--- config.mk ---
export PLATFORM = sky130hd
export DESIGN_NAME = pump_regs
export DESIGN_NICKNAME = d
export VERILOG_FILES = /design/src/pump_regs_pkg.sv /design/src/pump_regs.sv /design/src/pump_sync2.sv /design/src/pump_tx_seq.sv
export SDC_FILE = /design/constraint.sdc
export NUM_CORES = 1
export LEC_CHECK = 0
export BUFFER_PORTS_ARGS = -buffer_cell sky130_fd_sc_hd__buf_2
export CORE_AREA = 4 4 91 127
export DETAILED_ROUTE_END_ITERATION = 10
export DIE_AREA = 0 0 95 131
export PLACE_DENSITY = 0.65
export SYNTH_ARGS = -nofsm -noshare
export SYNTH_HDL_FRONTEND = slang
export SYNTH_SLANG_ARGS = --single-unit
--- constraint.sdc ---
create_clock -name i_clk -period 2.35 [get_ports i_clk]
set_input_delay 0.47 -clock i_clk [delete_from_list [all_inputs] [get_ports i_clk]]
set_output_delay 0.47 -clock i_clk [all_outputs]
set_load 0.05 [all_outputs]
--- src/pump_regs_pkg.sv ---
// Overview of operation
// - FSK field: 0 silence, 1 marks, 2 spaces
// - Field value 5 starts FSK data mode
// - Value 7 sends one tone, programmable frequency
// - Parallel transfer plus HDLC gives HDLC framing
// - Serial transfer ignores the HDLC bit
// - Bit 3 disables scrambler, overriding sequence
// - Bit 2 forces marks toward remote modem unless the sequence squelches
// - Bit 1 disables the receive descrambler
// - Bit 0 forces marks toward the host
// - Bit 15 shows detector A hit
// - Bit 14 shows detector B hit
// - Bit 13 cascades detectors, result in A
// - Tone dial plus dial mode gives DTMF
// - Bit 5 bypasses squarer when cascaded
// - Bit 4 selects timed dialing, else continuous
// - Reset restores tone register to default
// - Tone frequency defaults to 2225 hertz
`default_nettype none
package pump_regs_pkg;
	// Register indices as printed; byte address is four times index
	localparam logic [9:0] TONE_IDX = 10'h1FC;
	localparam logic [9:0] BUF_IDX = 10'h1FD;
	localparam logic [9:0] TRN_IDX = 10'h1FE;
	localparam logic [9:0] TONEGEN_IDX = 10'h1F0;
	localparam logic [9:0] MODE_IDX = 10'h1F1;
	localparam logic [9:0] IRQ_STAT_IDX = 10'h1F2;
	localparam logic [9:0] IRQ_CLR_IDX = 10'h1F3;
	localparam logic [9:0] IRQ_EN_IDX = 10'h1F4;
	// Reset values
	localparam logic [15:0] TONE_RST = 16'h0080;
	localparam logic [15:0] BUF_RST = 16'h0000;
	localparam logic [15:0] TRN_RST = 16'h0000;
	localparam logic [15:0] TONEGEN_RST = 16'h08B1; // 2225 Hz
	localparam logic [6:0] MODE_RST = 7'h00;
	// Field positions
	localparam int HIT_A_BIT = 15;
	localparam int HIT_B_BIT = 14;
	localparam int CASCADE_BIT = 13;
	localparam int TONE_DIAL_BIT = 7;
	localparam int SQR_BYP_BIT = 5;
	localparam int TIMED_BIT = 4;
	localparam int HDLC_BIT = 7;
	localparam int SCR_DIS_BIT = 3;
	localparam int TX_HOLD_BIT = 2;
	localparam int DSCR_DIS_BIT = 1;
	localparam int RX_HOLD_BIT = 0;
	// Writable mask of tone register: flags and digit excluded
	localparam logic [15:0] TONE_WMASK = 16'h20B0;
	localparam logic [6:0] MODE_DIAL = 7'h03;
	localparam int IRQ_W = 2;
	// Transmit sequence codes
	typedef enum logic [2:0] {
		SEQ_SILENT = 3'b000,
		SEQ_MARKS = 3'b001,
		SEQ_SPACES = 3'b010,
		SEQ_DATA = 3'b101,
		SEQ_TONE = 3'b111
	} tx_seq_t;
	// Transmit path controls
	typedef struct packed {
		logic squelch;
		logic send_marks;
		logic send_spaces;
		logic data_mode;
		logic tone_on;
		logic scrambler_off;
	} tx_ctl_t;
	// Receive and transfer controls
	typedef struct packed {
		logic hdlc_framing;
		logic descrambler_off;
		logic host_marks;
	} rx_ctl_t;
	// Detector and dial controls
	typedef struct packed {
		logic cascade;
		logic squarer_bypass;
		logic dtmf_dial;
		logic pulse_dial;
		logic timed;
	} det_ctl_t;
endpackage
`default_nettype wire

--- src/pump_regs.sv ---
// The implementer's own choice: strobed register access.
`timescale 1ns/1ps
`default_nettype none
// Host register bank of the data pump control path
module pump_regs
	import pump_regs_pkg::*;
(
	input wire logic i_clk,
	input wire logic i_rst,
	input wire logic [9:0] i_addr,
	input wire logic [15:0] i_wdata,
	input wire logic i_wr,
	input wire logic i_rd,
	input wire logic i_parallel,
	input wire logic i_hit_a,
	input wire logic i_hit_b,
	output logic [15:0] o_rdata,
	output tx_ctl_t o_tx,
	output rx_ctl_t o_rx,
	output det_ctl_t o_det,
	output logic [15:0] o_tone_freq,
	output logic o_irq
);
	logic [15:0] tone_reg; // Control part of tone register
	logic [15:0] buf_reg; // Buffer mode control
	logic [15:0] trn_reg; // Transmit sequence control
	logic [15:0] tonegen_reg; // Tone generator A frequency
	logic [6:0] mode_reg; // Operating mode field
	logic [IRQ_W-1:0] irq_stat_reg; // Sticky detector events
	logic [IRQ_W-1:0] irq_en_reg; // Event enables
	logic [1:0] hit_sync; // Synchronised detector hits
	logic [1:0] hit_prev_reg; // Previous hits for edges
	logic [1:0] hit_rise; // Rising edges of hits
	logic par_sync; // Synchronised transfer select
	tx_ctl_t tx_next; // Decoded transmit controls

	// Write decode used in several processes
	function automatic logic wr_hit(input logic [9:0] a,
		input logic [9:0] idx, input logic w);
		wr_hit = w && (a == idx);
	endfunction

	// Detector hits arrive from the analog side
	pump_sync2 #(.W(2)) u_hit_sync (
		.i_clk(i_clk),
		.i_rst(i_rst),
		.i_d({i_hit_b, i_hit_a}),
		.o_q(hit_sync)
	);

	// Transfer mode select is a pin
	pump_sync2 #(.W(1)) u_par_sync (
		.i_clk(i_clk),
		.i_rst(i_rst),
		.i_d(i_parallel),
		.o_q(par_sync)
	);

	// Sequence decode
	pump_tx_seq u_seq (
		.i_trn(trn_reg),
		.i_buf(buf_reg),
		.o_ctl(tx_next)
	);

	// Tone register control bits; flags never stored
	always_ff @(posedge i_clk)
	begin
		if (i_rst)
			tone_reg <= TONE_RST;
		else if (wr_hit(i_addr, TONE_IDX, i_wr))
			tone_reg <= i_wdata & TONE_WMASK;
	end

	// Buffer control; host keeps upper byte zero with HDLC
	always_ff @(posedge i_clk)
	begin
		if (i_rst)
			buf_reg <= BUF_RST;
		else if (wr_hit(i_addr, BUF_IDX, i_wr))
			buf_reg <= i_wdata;
	end

	// Transmit sequence control
	always_ff @(posedge i_clk)
	begin
		if (i_rst)
			trn_reg <= TRN_RST;
		else if (wr_hit(i_addr, TRN_IDX, i_wr))
			trn_reg <= i_wdata;
	end

	// Tone generator frequency, default until reprogrammed
	always_ff @(posedge i_clk)
	begin
		if (i_rst)
			tonegen_reg <= TONEGEN_RST;
		else if (wr_hit(i_addr, TONEGEN_IDX, i_wr))
			tonegen_reg <= i_wdata;
	end

	// Operating mode field
	always_ff @(posedge i_clk)
	begin
		if (i_rst)
			mode_reg <= MODE_RST;
		else if (wr_hit(i_addr, MODE_IDX, i_wr))
			mode_reg <= i_wdata[6:0];
	end

	// Edge detect on synchronised hits
	always_ff @(posedge i_clk)
	begin
		if (i_rst)
			hit_prev_reg <= 2'h0;
		else
			hit_prev_reg <= hit_sync;
	end
	assign hit_rise = hit_sync & ~hit_prev_reg;

	// Sticky status; a new event beats a clear
	always_ff @(posedge i_clk)
	begin
		if (i_rst)
			irq_stat_reg <= '0;
		else if (wr_hit(i_addr, IRQ_CLR_IDX, i_wr))
			irq_stat_reg <= (irq_stat_reg & ~i_wdata[IRQ_W-1:0])
				| hit_rise;
		else
			irq_stat_reg <= irq_stat_reg | hit_rise;
	end

	// Interrupt enables
	always_ff @(posedge i_clk)
	begin
		if (i_rst)
			irq_en_reg <= '0;
		else if (wr_hit(i_addr, IRQ_EN_IDX, i_wr))
			irq_en_reg <= i_wdata[IRQ_W-1:0];
	end

	// Interrupt level output registered
	always_ff @(posedge i_clk)
	begin
		if (i_rst)
			o_irq <= 1'b0;
		else
			o_irq <= |(irq_stat_reg & irq_en_reg);
	end

	// Transmit controls registered
	always_ff @(posedge i_clk)
	begin
		if (i_rst)
			o_tx <= '0;
		else
			o_tx <= tx_next;
	end

	// Receive and transfer controls
	always_ff @(posedge i_clk)
	begin
		if (i_rst)
			o_rx <= '0;
		else
		begin
			// Serial mode leaves HDLC without effect
			o_rx.hdlc_framing <= par_sync && buf_reg[HDLC_BIT];
			o_rx.descrambler_off <= buf_reg[DSCR_DIS_BIT];
			o_rx.host_marks <= buf_reg[RX_HOLD_BIT];
		end
	end

	// Detector and dial controls
	always_ff @(posedge i_clk)
	begin
		if (i_rst)
			o_det <= '0;
		else
		begin
			o_det.cascade <= tone_reg[CASCADE_BIT];
			// Bypass only makes sense when cascaded
			o_det.squarer_bypass <= tone_reg[CASCADE_BIT]
				&& tone_reg[SQR_BYP_BIT];
			o_det.dtmf_dial <= (mode_reg == MODE_DIAL)
				&& tone_reg[TONE_DIAL_BIT];
			o_det.pulse_dial <= (mode_reg == MODE_DIAL)
				&& !tone_reg[TONE_DIAL_BIT];
			o_det.timed <= tone_reg[TIMED_BIT];
		end
	end

	// Tone frequency to generator
	always_ff @(posedge i_clk)
	begin
		if (i_rst)
			o_tone_freq <= TONEGEN_RST;
		else
			o_tone_freq <= tonegen_reg;
	end

	// Read data one cycle after strobe; unmapped reads zero
	always_ff @(posedge i_clk)
	begin
		if (i_rst)
			o_rdata <= 16'h0000;
		else if (!i_rd)
			o_rdata <= 16'h0000;
		else if (i_addr == TONE_IDX)
		begin
			o_rdata <= tone_reg;
			o_rdata[HIT_A_BIT] <= hit_sync[0];
			o_rdata[HIT_B_BIT] <= hit_sync[1];
		end
		else if (i_addr == BUF_IDX)
			o_rdata <= buf_reg;
		else if (i_addr == TRN_IDX)
			o_rdata <= trn_reg;
		else if (i_addr == TONEGEN_IDX)
			o_rdata <= tonegen_reg;
		else if (i_addr == MODE_IDX)
			o_rdata <= {9'h000, mode_reg};
		else if (i_addr == IRQ_STAT_IDX)
			o_rdata <= {14'h0000, irq_stat_reg};
		else if (i_addr == IRQ_EN_IDX)
			o_rdata <= {14'h0000, irq_en_reg};
		else
			o_rdata <= 16'h0000;
	end
endmodule // pump_regs
`default_nettype wire

--- src/pump_sync2.sv ---
`timescale 1ns/1ps
`default_nettype none
// Two-stage synchroniser for detector hit levels and the transfer mode pin
module pump_sync2
	import pump_regs_pkg::*;
#(
	parameter int W = 2
)(
	input wire logic i_clk,
	input wire logic i_rst,
	input wire logic [W-1:0] i_d,
	output logic [W-1:0] o_q
);
	logic [W-1:0] meta_reg; // First stage, read only by o_q
	// Only the second stage is visible downstream
	always_ff @(posedge i_clk)
	begin
		if (i_rst)
		begin
			meta_reg <= '0;
			o_q <= '0;
		end
		else
		begin
			meta_reg <= i_d;
			o_q <= meta_reg;
		end
	end
endmodule // pump_sync2
`default_nettype wire

--- src/pump_tx_seq.sv ---
`timescale 1ns/1ps
`default_nettype none
// Transmit sequence decoder for FSK modes
module pump_tx_seq
	import pump_regs_pkg::*;
(
	input wire logic [15:0] i_trn,
	input wire logic [15:0] i_buf,
	output tx_ctl_t o_ctl
);
	tx_seq_t seq;
	// Pure decode; registered by the caller
	always_comb
	begin
		seq = tx_seq_t'(i_trn[2:0]);
		o_ctl = '0;
		case (seq)
			SEQ_SILENT: o_ctl.squelch = 1'b1;
			SEQ_MARKS: o_ctl.send_marks = 1'b1;
			SEQ_SPACES: o_ctl.send_spaces = 1'b1;
			SEQ_DATA: o_ctl.data_mode = 1'b1;
			SEQ_TONE: o_ctl.tone_on = 1'b1;
			// Unlisted codes squelch for safety
			default: o_ctl.squelch = 1'b1;
		endcase
		// Hold to marks beats any sequence but silence
		if (i_buf[TX_HOLD_BIT] && !o_ctl.squelch)
		begin
			o_ctl.send_marks = 1'b1;
			o_ctl.send_spaces = 1'b0;
			o_ctl.data_mode = 1'b0;
			o_ctl.tone_on = 1'b0;
		end
		o_ctl.scrambler_off = i_buf[SCR_DIS_BIT];
	end
endmodule // pump_tx_seq
`default_nettype wire

==> flow_summary.json, run 1 <==
{
  "routed_wl_um": 13400,
  "synth_nets": 553,
  "ctsResizeCount": 0,
  "syn_area_mm2": 0.00461,
  "cts_root_buf": "clkbuf_16",
  "vias": 4268,
  "path_common_cell": "buf_4",
  "hpwl_um": 9260,
  "die_area_mm2": 0.0124,
  "hold_violations": 0,
  "critical_path_buf_inv_count": 3,
  "diodes": 0,
  "critPathLaunchType": "input port",
  "reg2reg_depth": 3,
  "fin_worst_skew_ps": 4.90,
  "cts_hold_buf": 0,
  "multiInputGateArea_mm2": 0.00206,
  "cts_num_sinks": 118,
  "cp_top_family": "compound AO/OA/AOI/OAI gates",
  "drive_above_1_share": 0.245,
  "avgSynthCellArea_um2": 8.86,
  "worst-setup-path-type": "input port to flip-flop",
  "drtAntennaViolNets": 0,
  "synthTopCellsByArea": "dfxtp_1 (51%), a21oi_1 (7.7%), o21ai_0 (4.2%)",
  "final_nets": 640,
  "cts_tree": "built",
  "io_pins": 80,
  "synth_flop_cell": "dfxtp_1",
  "yosys.area.top_type": "dfxtp_1",
  "first_global_vias": 4101,
  "yosys_warnings": 0,
  "maxCapViolations": 0,
  "dr.pass1.iters": 6,
  "worstSetupEndpointType": "flip-flop",
  "hold_path.class": "input port to flip-flop",
  "grt_pass1_wl_um": 21300,
  "row_count": 44,
  "via_per_inst": 5.63,
  "ir_worst_vdd_v": 0.000417,
  "dr.first_iter.drc_count": 300,
  "syn_to_final_growth_pct": 25.7,
  "synth-edff-count": 0,
  "min-delay-start": "i_hit_b",
  "start_util": 0.445,
  "numPortBuffers": 79,
  "syn_inst": 520,
  "die_h_um": 131,
  "max_stage_delay_ps": 670,
  "grt_usage": 0.228,
  "worstPathRequired_ps": 2580,
  "ys_ff_latch": 118,
  "hold_depth": 2,
  "clkLatencyLatePin_ps": 410,
  "wl_per_cell_um": 17.7,
  "grt_max_degree": 101,
  "coreArea_mm2": 0.0103,
  "crit-reg2reg-launch": "buf_reg[7]$_SDFFE_PP0P_",
  "grt.overflow.total": 0,
  "period_minus_slack_ps": 1960,
  "htreeDepth": 4,
  "tightest_slew_ps": 695,
  "fp.dieW_um": 95,
  "setup-violations-final": 0,
  "period_share": 0.835,
  "clkTransAtPathRegs_ps": 50,
  "p_total_mw": 4.58,
  "synth.distinct_cells": 52,
  "tns_ps": 0,
  "outcome": "finished, final reports clean",
  "clockBufferDepth": 2,
  "yosysSeqAreaShare": 0.512,
  "finalMaxSlewViolations": 0,
  "synth.top_cell.area_share": 0.512,
  "seq_area_mm2": 0.00236,
  "fmax_mhz": 509,
  "antenna_found_initial": 0,
  "rr_endpoint": "o_rdata[7]$_SDFF_PP0_",
  "cp_max_fo": 12,
  "maxSlewHeadroom": 0.525,
  "post_cts_buffers": 0,
  "mostFrequentLayoutCell": "dfxtp_1",
  "layout_common_cells": "dfxtp_1 (118), buf_2 (79), a21oi_1 (71), nand2_1 (51), o21ai_0 (39)",
  "rsz0062_at_grt": "false",
  "fill_cells": 989,
  "finalWeightedCongestion": 0.991,
  "power_density_mw_per_mm2": 790,
  "crit_path_cell_trace": "buf_2 -> buf_4 -> nand4b_1 -> nor2_1 -> buf_4 -> nand2_1 -> a2111oi_0",
  "slowest_stage": "a2111oi_0",
  "drcViolationCount": 0,
  "rrSetupSlack_ps": 830,
  "leakagePower_nw": 2.25,
  "cts_buffers": 17,
  "async_reset_ff_frac": 0,
  "holdPathEnd": "u_hit_sync.meta_reg[1]$_SDFF_PP0_",
  "cp.arrival_ps": 2200
}
## cell families after synthesis
family                 after synthesis  synth area share
AND/OR/NAND/NOR                    193             0.228
multiplexers                         9            0.0201
buffers and inverters               46            0.0415
AO/OA/AOI/OAI                      154             0.198
flip-flops                         118             0.512
## final cells by class
type	instances	area share
inverters	5	0.00324
flip-flops and latches	118	0.408
multi-input cells	356	0.356
well taps	138	0.0298
repair buffers	109	0.109
clock buffers	23	0.0808
clock inverters	9	0.0134
## how the worst max path moves through the flow
stage | startpoint | endpoint | slack, ps | depth (start not counted)
finish | i_addr[2] | o_rdata[7]$_SDFF_PP0_ | 390 | 7
global placement | i_addr[2] | o_rdata[7]$_SDFF_PP0_ | 10 | 7
CTS | i_addr[2] | o_rdata[7]$_SDFF_PP0_ | 450 | 7
floorplan | i_addr[3] | mode_reg[2]$_SDFFE_PP0P_ | 310 | 6
global route | i_addr[2] | o_rdata[7]$_SDFF_PP0_ | 340 | 7
detailed placement | i_addr[2] | o_rdata[7]$_SDFF_PP0_ | 20 | 7
## metrics by stage
step                      cell area [um^2]  utilization  worst slack [ps]  hold slack, ps  std cells
after floorplan                       4610            -               305             414        520
after global placement                5250        0.507              13.7             419        726
after detailed placement              5250        0.507              23.8             427        726
after CTS                             5790        0.560               450             263        758
after global routing                  5790        0.560               338             275        758
final                                 5790        0.560               387             277        758
## where the power goes
part	leakage (nW)	internal [mW]	switching [mW]	total, mW
clock	0.263	1.50	0.870	2.37
sequential	0.953	2.01	0.00423	2.02
combinational	1.03	0.0661	0.130	0.196
total	2.25	3.57	1.00	4.58
## Yosys cell counts, types with 2 or more instances
cell	number
dfxtp_1	118
a21oi_1	71
nand2_1	51
o21ai_0	39
nand3_1	33
clkbuf_1	32
nor2b_1	26
nor2_1	16
and3_1	10
nor3_1	9
mux2i_1	7
nor4_1	7
nand2b_1	6
a211o_1	5
a211oi_1	5
a2bb2oi_1	5
inv_1	5
nand3b_1	5
or2_2	5
a2111oi_0	4
a31oi_1	4
buf_1	4
o22a_1	4
a22o_1	3
and2_1	3
buf_2	3
o21bai_1	3
o2bb2ai_1	3
a221oi_1	2
a22oi_1	2
a311oi_1	2
buf_6	2
mux2_2	2
nand4_1	2
nor3b_1	2
nor4bb_1	2
o221ai_1	2
or3b_2	2
## worst register-to-register path, stage by stage (launching register included)
cell and delay [ps]:
dfxtp_1 400, a31oi_1 110, o22a_1 200, a2111oi_0 640
## per-layer routing
layer	global-route usage	share of wire	vias up	routed length, um
met4	0.131	0.036	0	487
met1	0.262	0.38	1993	5040
li1	-	-	2043	-
met3	0.0596	0.072	38	964
met5	0	0	-	0
met2	0.382	0.52	194	6930
Power figures use the tool's default switching activity.
==> run 2, diff against run 1 <==
clock period = 1.95 ns   (was 2.35 ns; I/O delays follow)
==> flow_summary.json, run 2 (same netlist as run 1, synthesis figures left out) <==
{
  "outcome": "finished, final reports clean",
  "place_inst": 738,
  "clkTransAtPathRegs_ps": 50,
  "finalMaxSlewViolations": 0,
  "drtAntennaViolNets": 0,
  "drive_above_1_share": 0.265,
  "fp.dieW_um": 95,
  "tightest_slew_ps": 618,
  "period_share": 0.915,
  "maxSlewHeadroom": 0.577,
  "path_common_cell": "buf_4",
  "worst-setup-path-type": "input port to flip-flop",
  "antenna_found_initial": 0,
  "cp.arrival_ps": 2140,
  "mostFrequentLayoutCell": "dfxtp_1",
  "worstSetupEndpointType": "flip-flop",
  "first_global_vias": 4278,
  "final_cell_area_mm2": 0.00594,
  "hold_path.class": "input port to flip-flop",
  "grt_pass1_wl_um": 21600,
  "cts_buffers": 17,
  "period_minus_slack_ps": 1780,
  "numPortBuffers": 79,
  "drcViolationCount": 0,
  "final_nets": 652,
  "grt_usage": 0.231,
  "placed_cell_area_mm2": 0.00534,
  "critPathLaunchType": "input port",
  "maxCapViolations": 0,
  "hpwl_um": 9840,
  "cp_max_fo": 12,
  "cts_root_buf": "clkbuf_16",
  "fmax_mhz": 561,
  "grt_max_degree": 49,
  "clkLatencyLatePin_ps": 410,
  "leakagePower_nw": 2.33,
  "final_cells": 769,
  "ir_worst_vdd_v": 0.000614,
  "fin_worst_skew_ps": 4.81,
  "routed_wl_um": 13900,
  "coreArea_mm2": 0.0103,
  "layout_common_cells": "dfxtp_1 (118), buf_2 (79), a21oi_1 (71), nand2_1 (51), buf_4 (41)",
  "vias": 4298,
  "cts_tree": "built",
  "max_stage_delay_ps": 610,
  "critical_path_buf_inv_count": 3,
  "power_density_mw_per_mm2": 984,
  "clockBufferDepth": 2,
  "io_pins": 80,
  "worstPathRequired_ps": 2300,
  "dr.first_iter.drc_count": 261,
  "die_area_mm2": 0.0124,
  "finalWeightedCongestion": 0.886,
  "via_per_inst": 5.59,
  "crit_path_cell_trace": "buf_2 -> buf_4 -> nand4b_1 -> nor2_1 -> nand2_1 -> a2111oi_0 -> buf_4",
  "dr.pass1.iters": 5,
  "row_count": 44,
  "diodes": 0,
  "die_h_um": 131,
  "rsz0062_at_grt": "false",
  "setup-violations-final": 0,
  "cts_num_sinks": 118,
  "cp_top_family": "simple AND/OR/NAND/NOR gates",
  "slowest_stage": "a2111oi_0",
  "start_util": 0.445,
  "grt.overflow.total": 0,
  "htreeDepth": 4,
  "syn_to_final_growth_pct": 29.0,
  "wl_per_cell_um": 18.0,
  "cts_hold_buf": 0,
  "ctsResizeCount": 0,
  "hold_violations": 0,
  "rrSetupSlack_ps": 390,
  "post_cts_buffers": 0
}
[run 2: cell count changes in the layout (fill, tap and decap cells not counted)]
cell       before  now
bufinv_16       1    3
buf_4          29   41
clkbuf_1        4    0
clkinv_2        5    3
clkinv_4        0    3
[run 2: report_power, final]
part / leakage [nW] / switching, mW / internal [mW] / total (mW)
Clock: 0.291 / 1.11 / 2.07 / 3.18
Sequential: 0.953 / 0.00521 / 2.42 / 2.43
Combinational: 1.09 / 0.159 / 0.0888 / 0.248
[run 2: per-stage QoR]
step / total power [mW] / util / setup TNS, ps / hold slack [ps] / setup WS, ps
6_report: 5.85 / 0.574 / 0 / 190 / 167
4_1_cts: 5.88 / 0.574 / 0 / 177 / 191
3_5_place_dp: 2.72 / 0.516 / -1130 / 428 / -245
5_1_grt: 6.01 / 0.574 / 0 / 182 / 55.5
3_3_place_gp: 2.72 / 0.516 / -692 / 420 / -180
2_1_floorplan: 2.60 / - / 0 / 414 / 16.5
[run 2: area by class of cell]
class | instances | area [um^2]
inverters | 5 | 18.8
fillers | 952 | 4410
repair buffers | 121 | 723
multi-input cells | 356 | 2060
clock inverters | 12 | 154
clock buffers | 19 | 453
flip-flops and latches | 118 | 2360
well taps | 138 | 173
[run 2: final timing paths]
kind	from	depth (start not counted)	endpoint
max	i_addr[2]	7	o_rdata[7]$_SDFF_PP0_
min	i_hit_b	2	u_hit_sync.meta_reg[1]$_SDFF_PP0_
max reg2reg	buf_reg[7]$_SDFFE_PP0P_	4	o_rdata[7]$_SDFF_PP0_
min reg2reg	u_hit_sync.meta_reg[0]$_SDFF_PP0_	1	u_hit_sync.o_q[0]$_SDFF_PP0_
[run 2: metal layers]
metal  up-vias  track usage  share of wire
met5         -            0              0
met4         0        0.122          0.037
met3        35       0.0578          0.063
met2       182        0.402           0.52
met1      2017        0.258           0.38
li1       2064            -              -
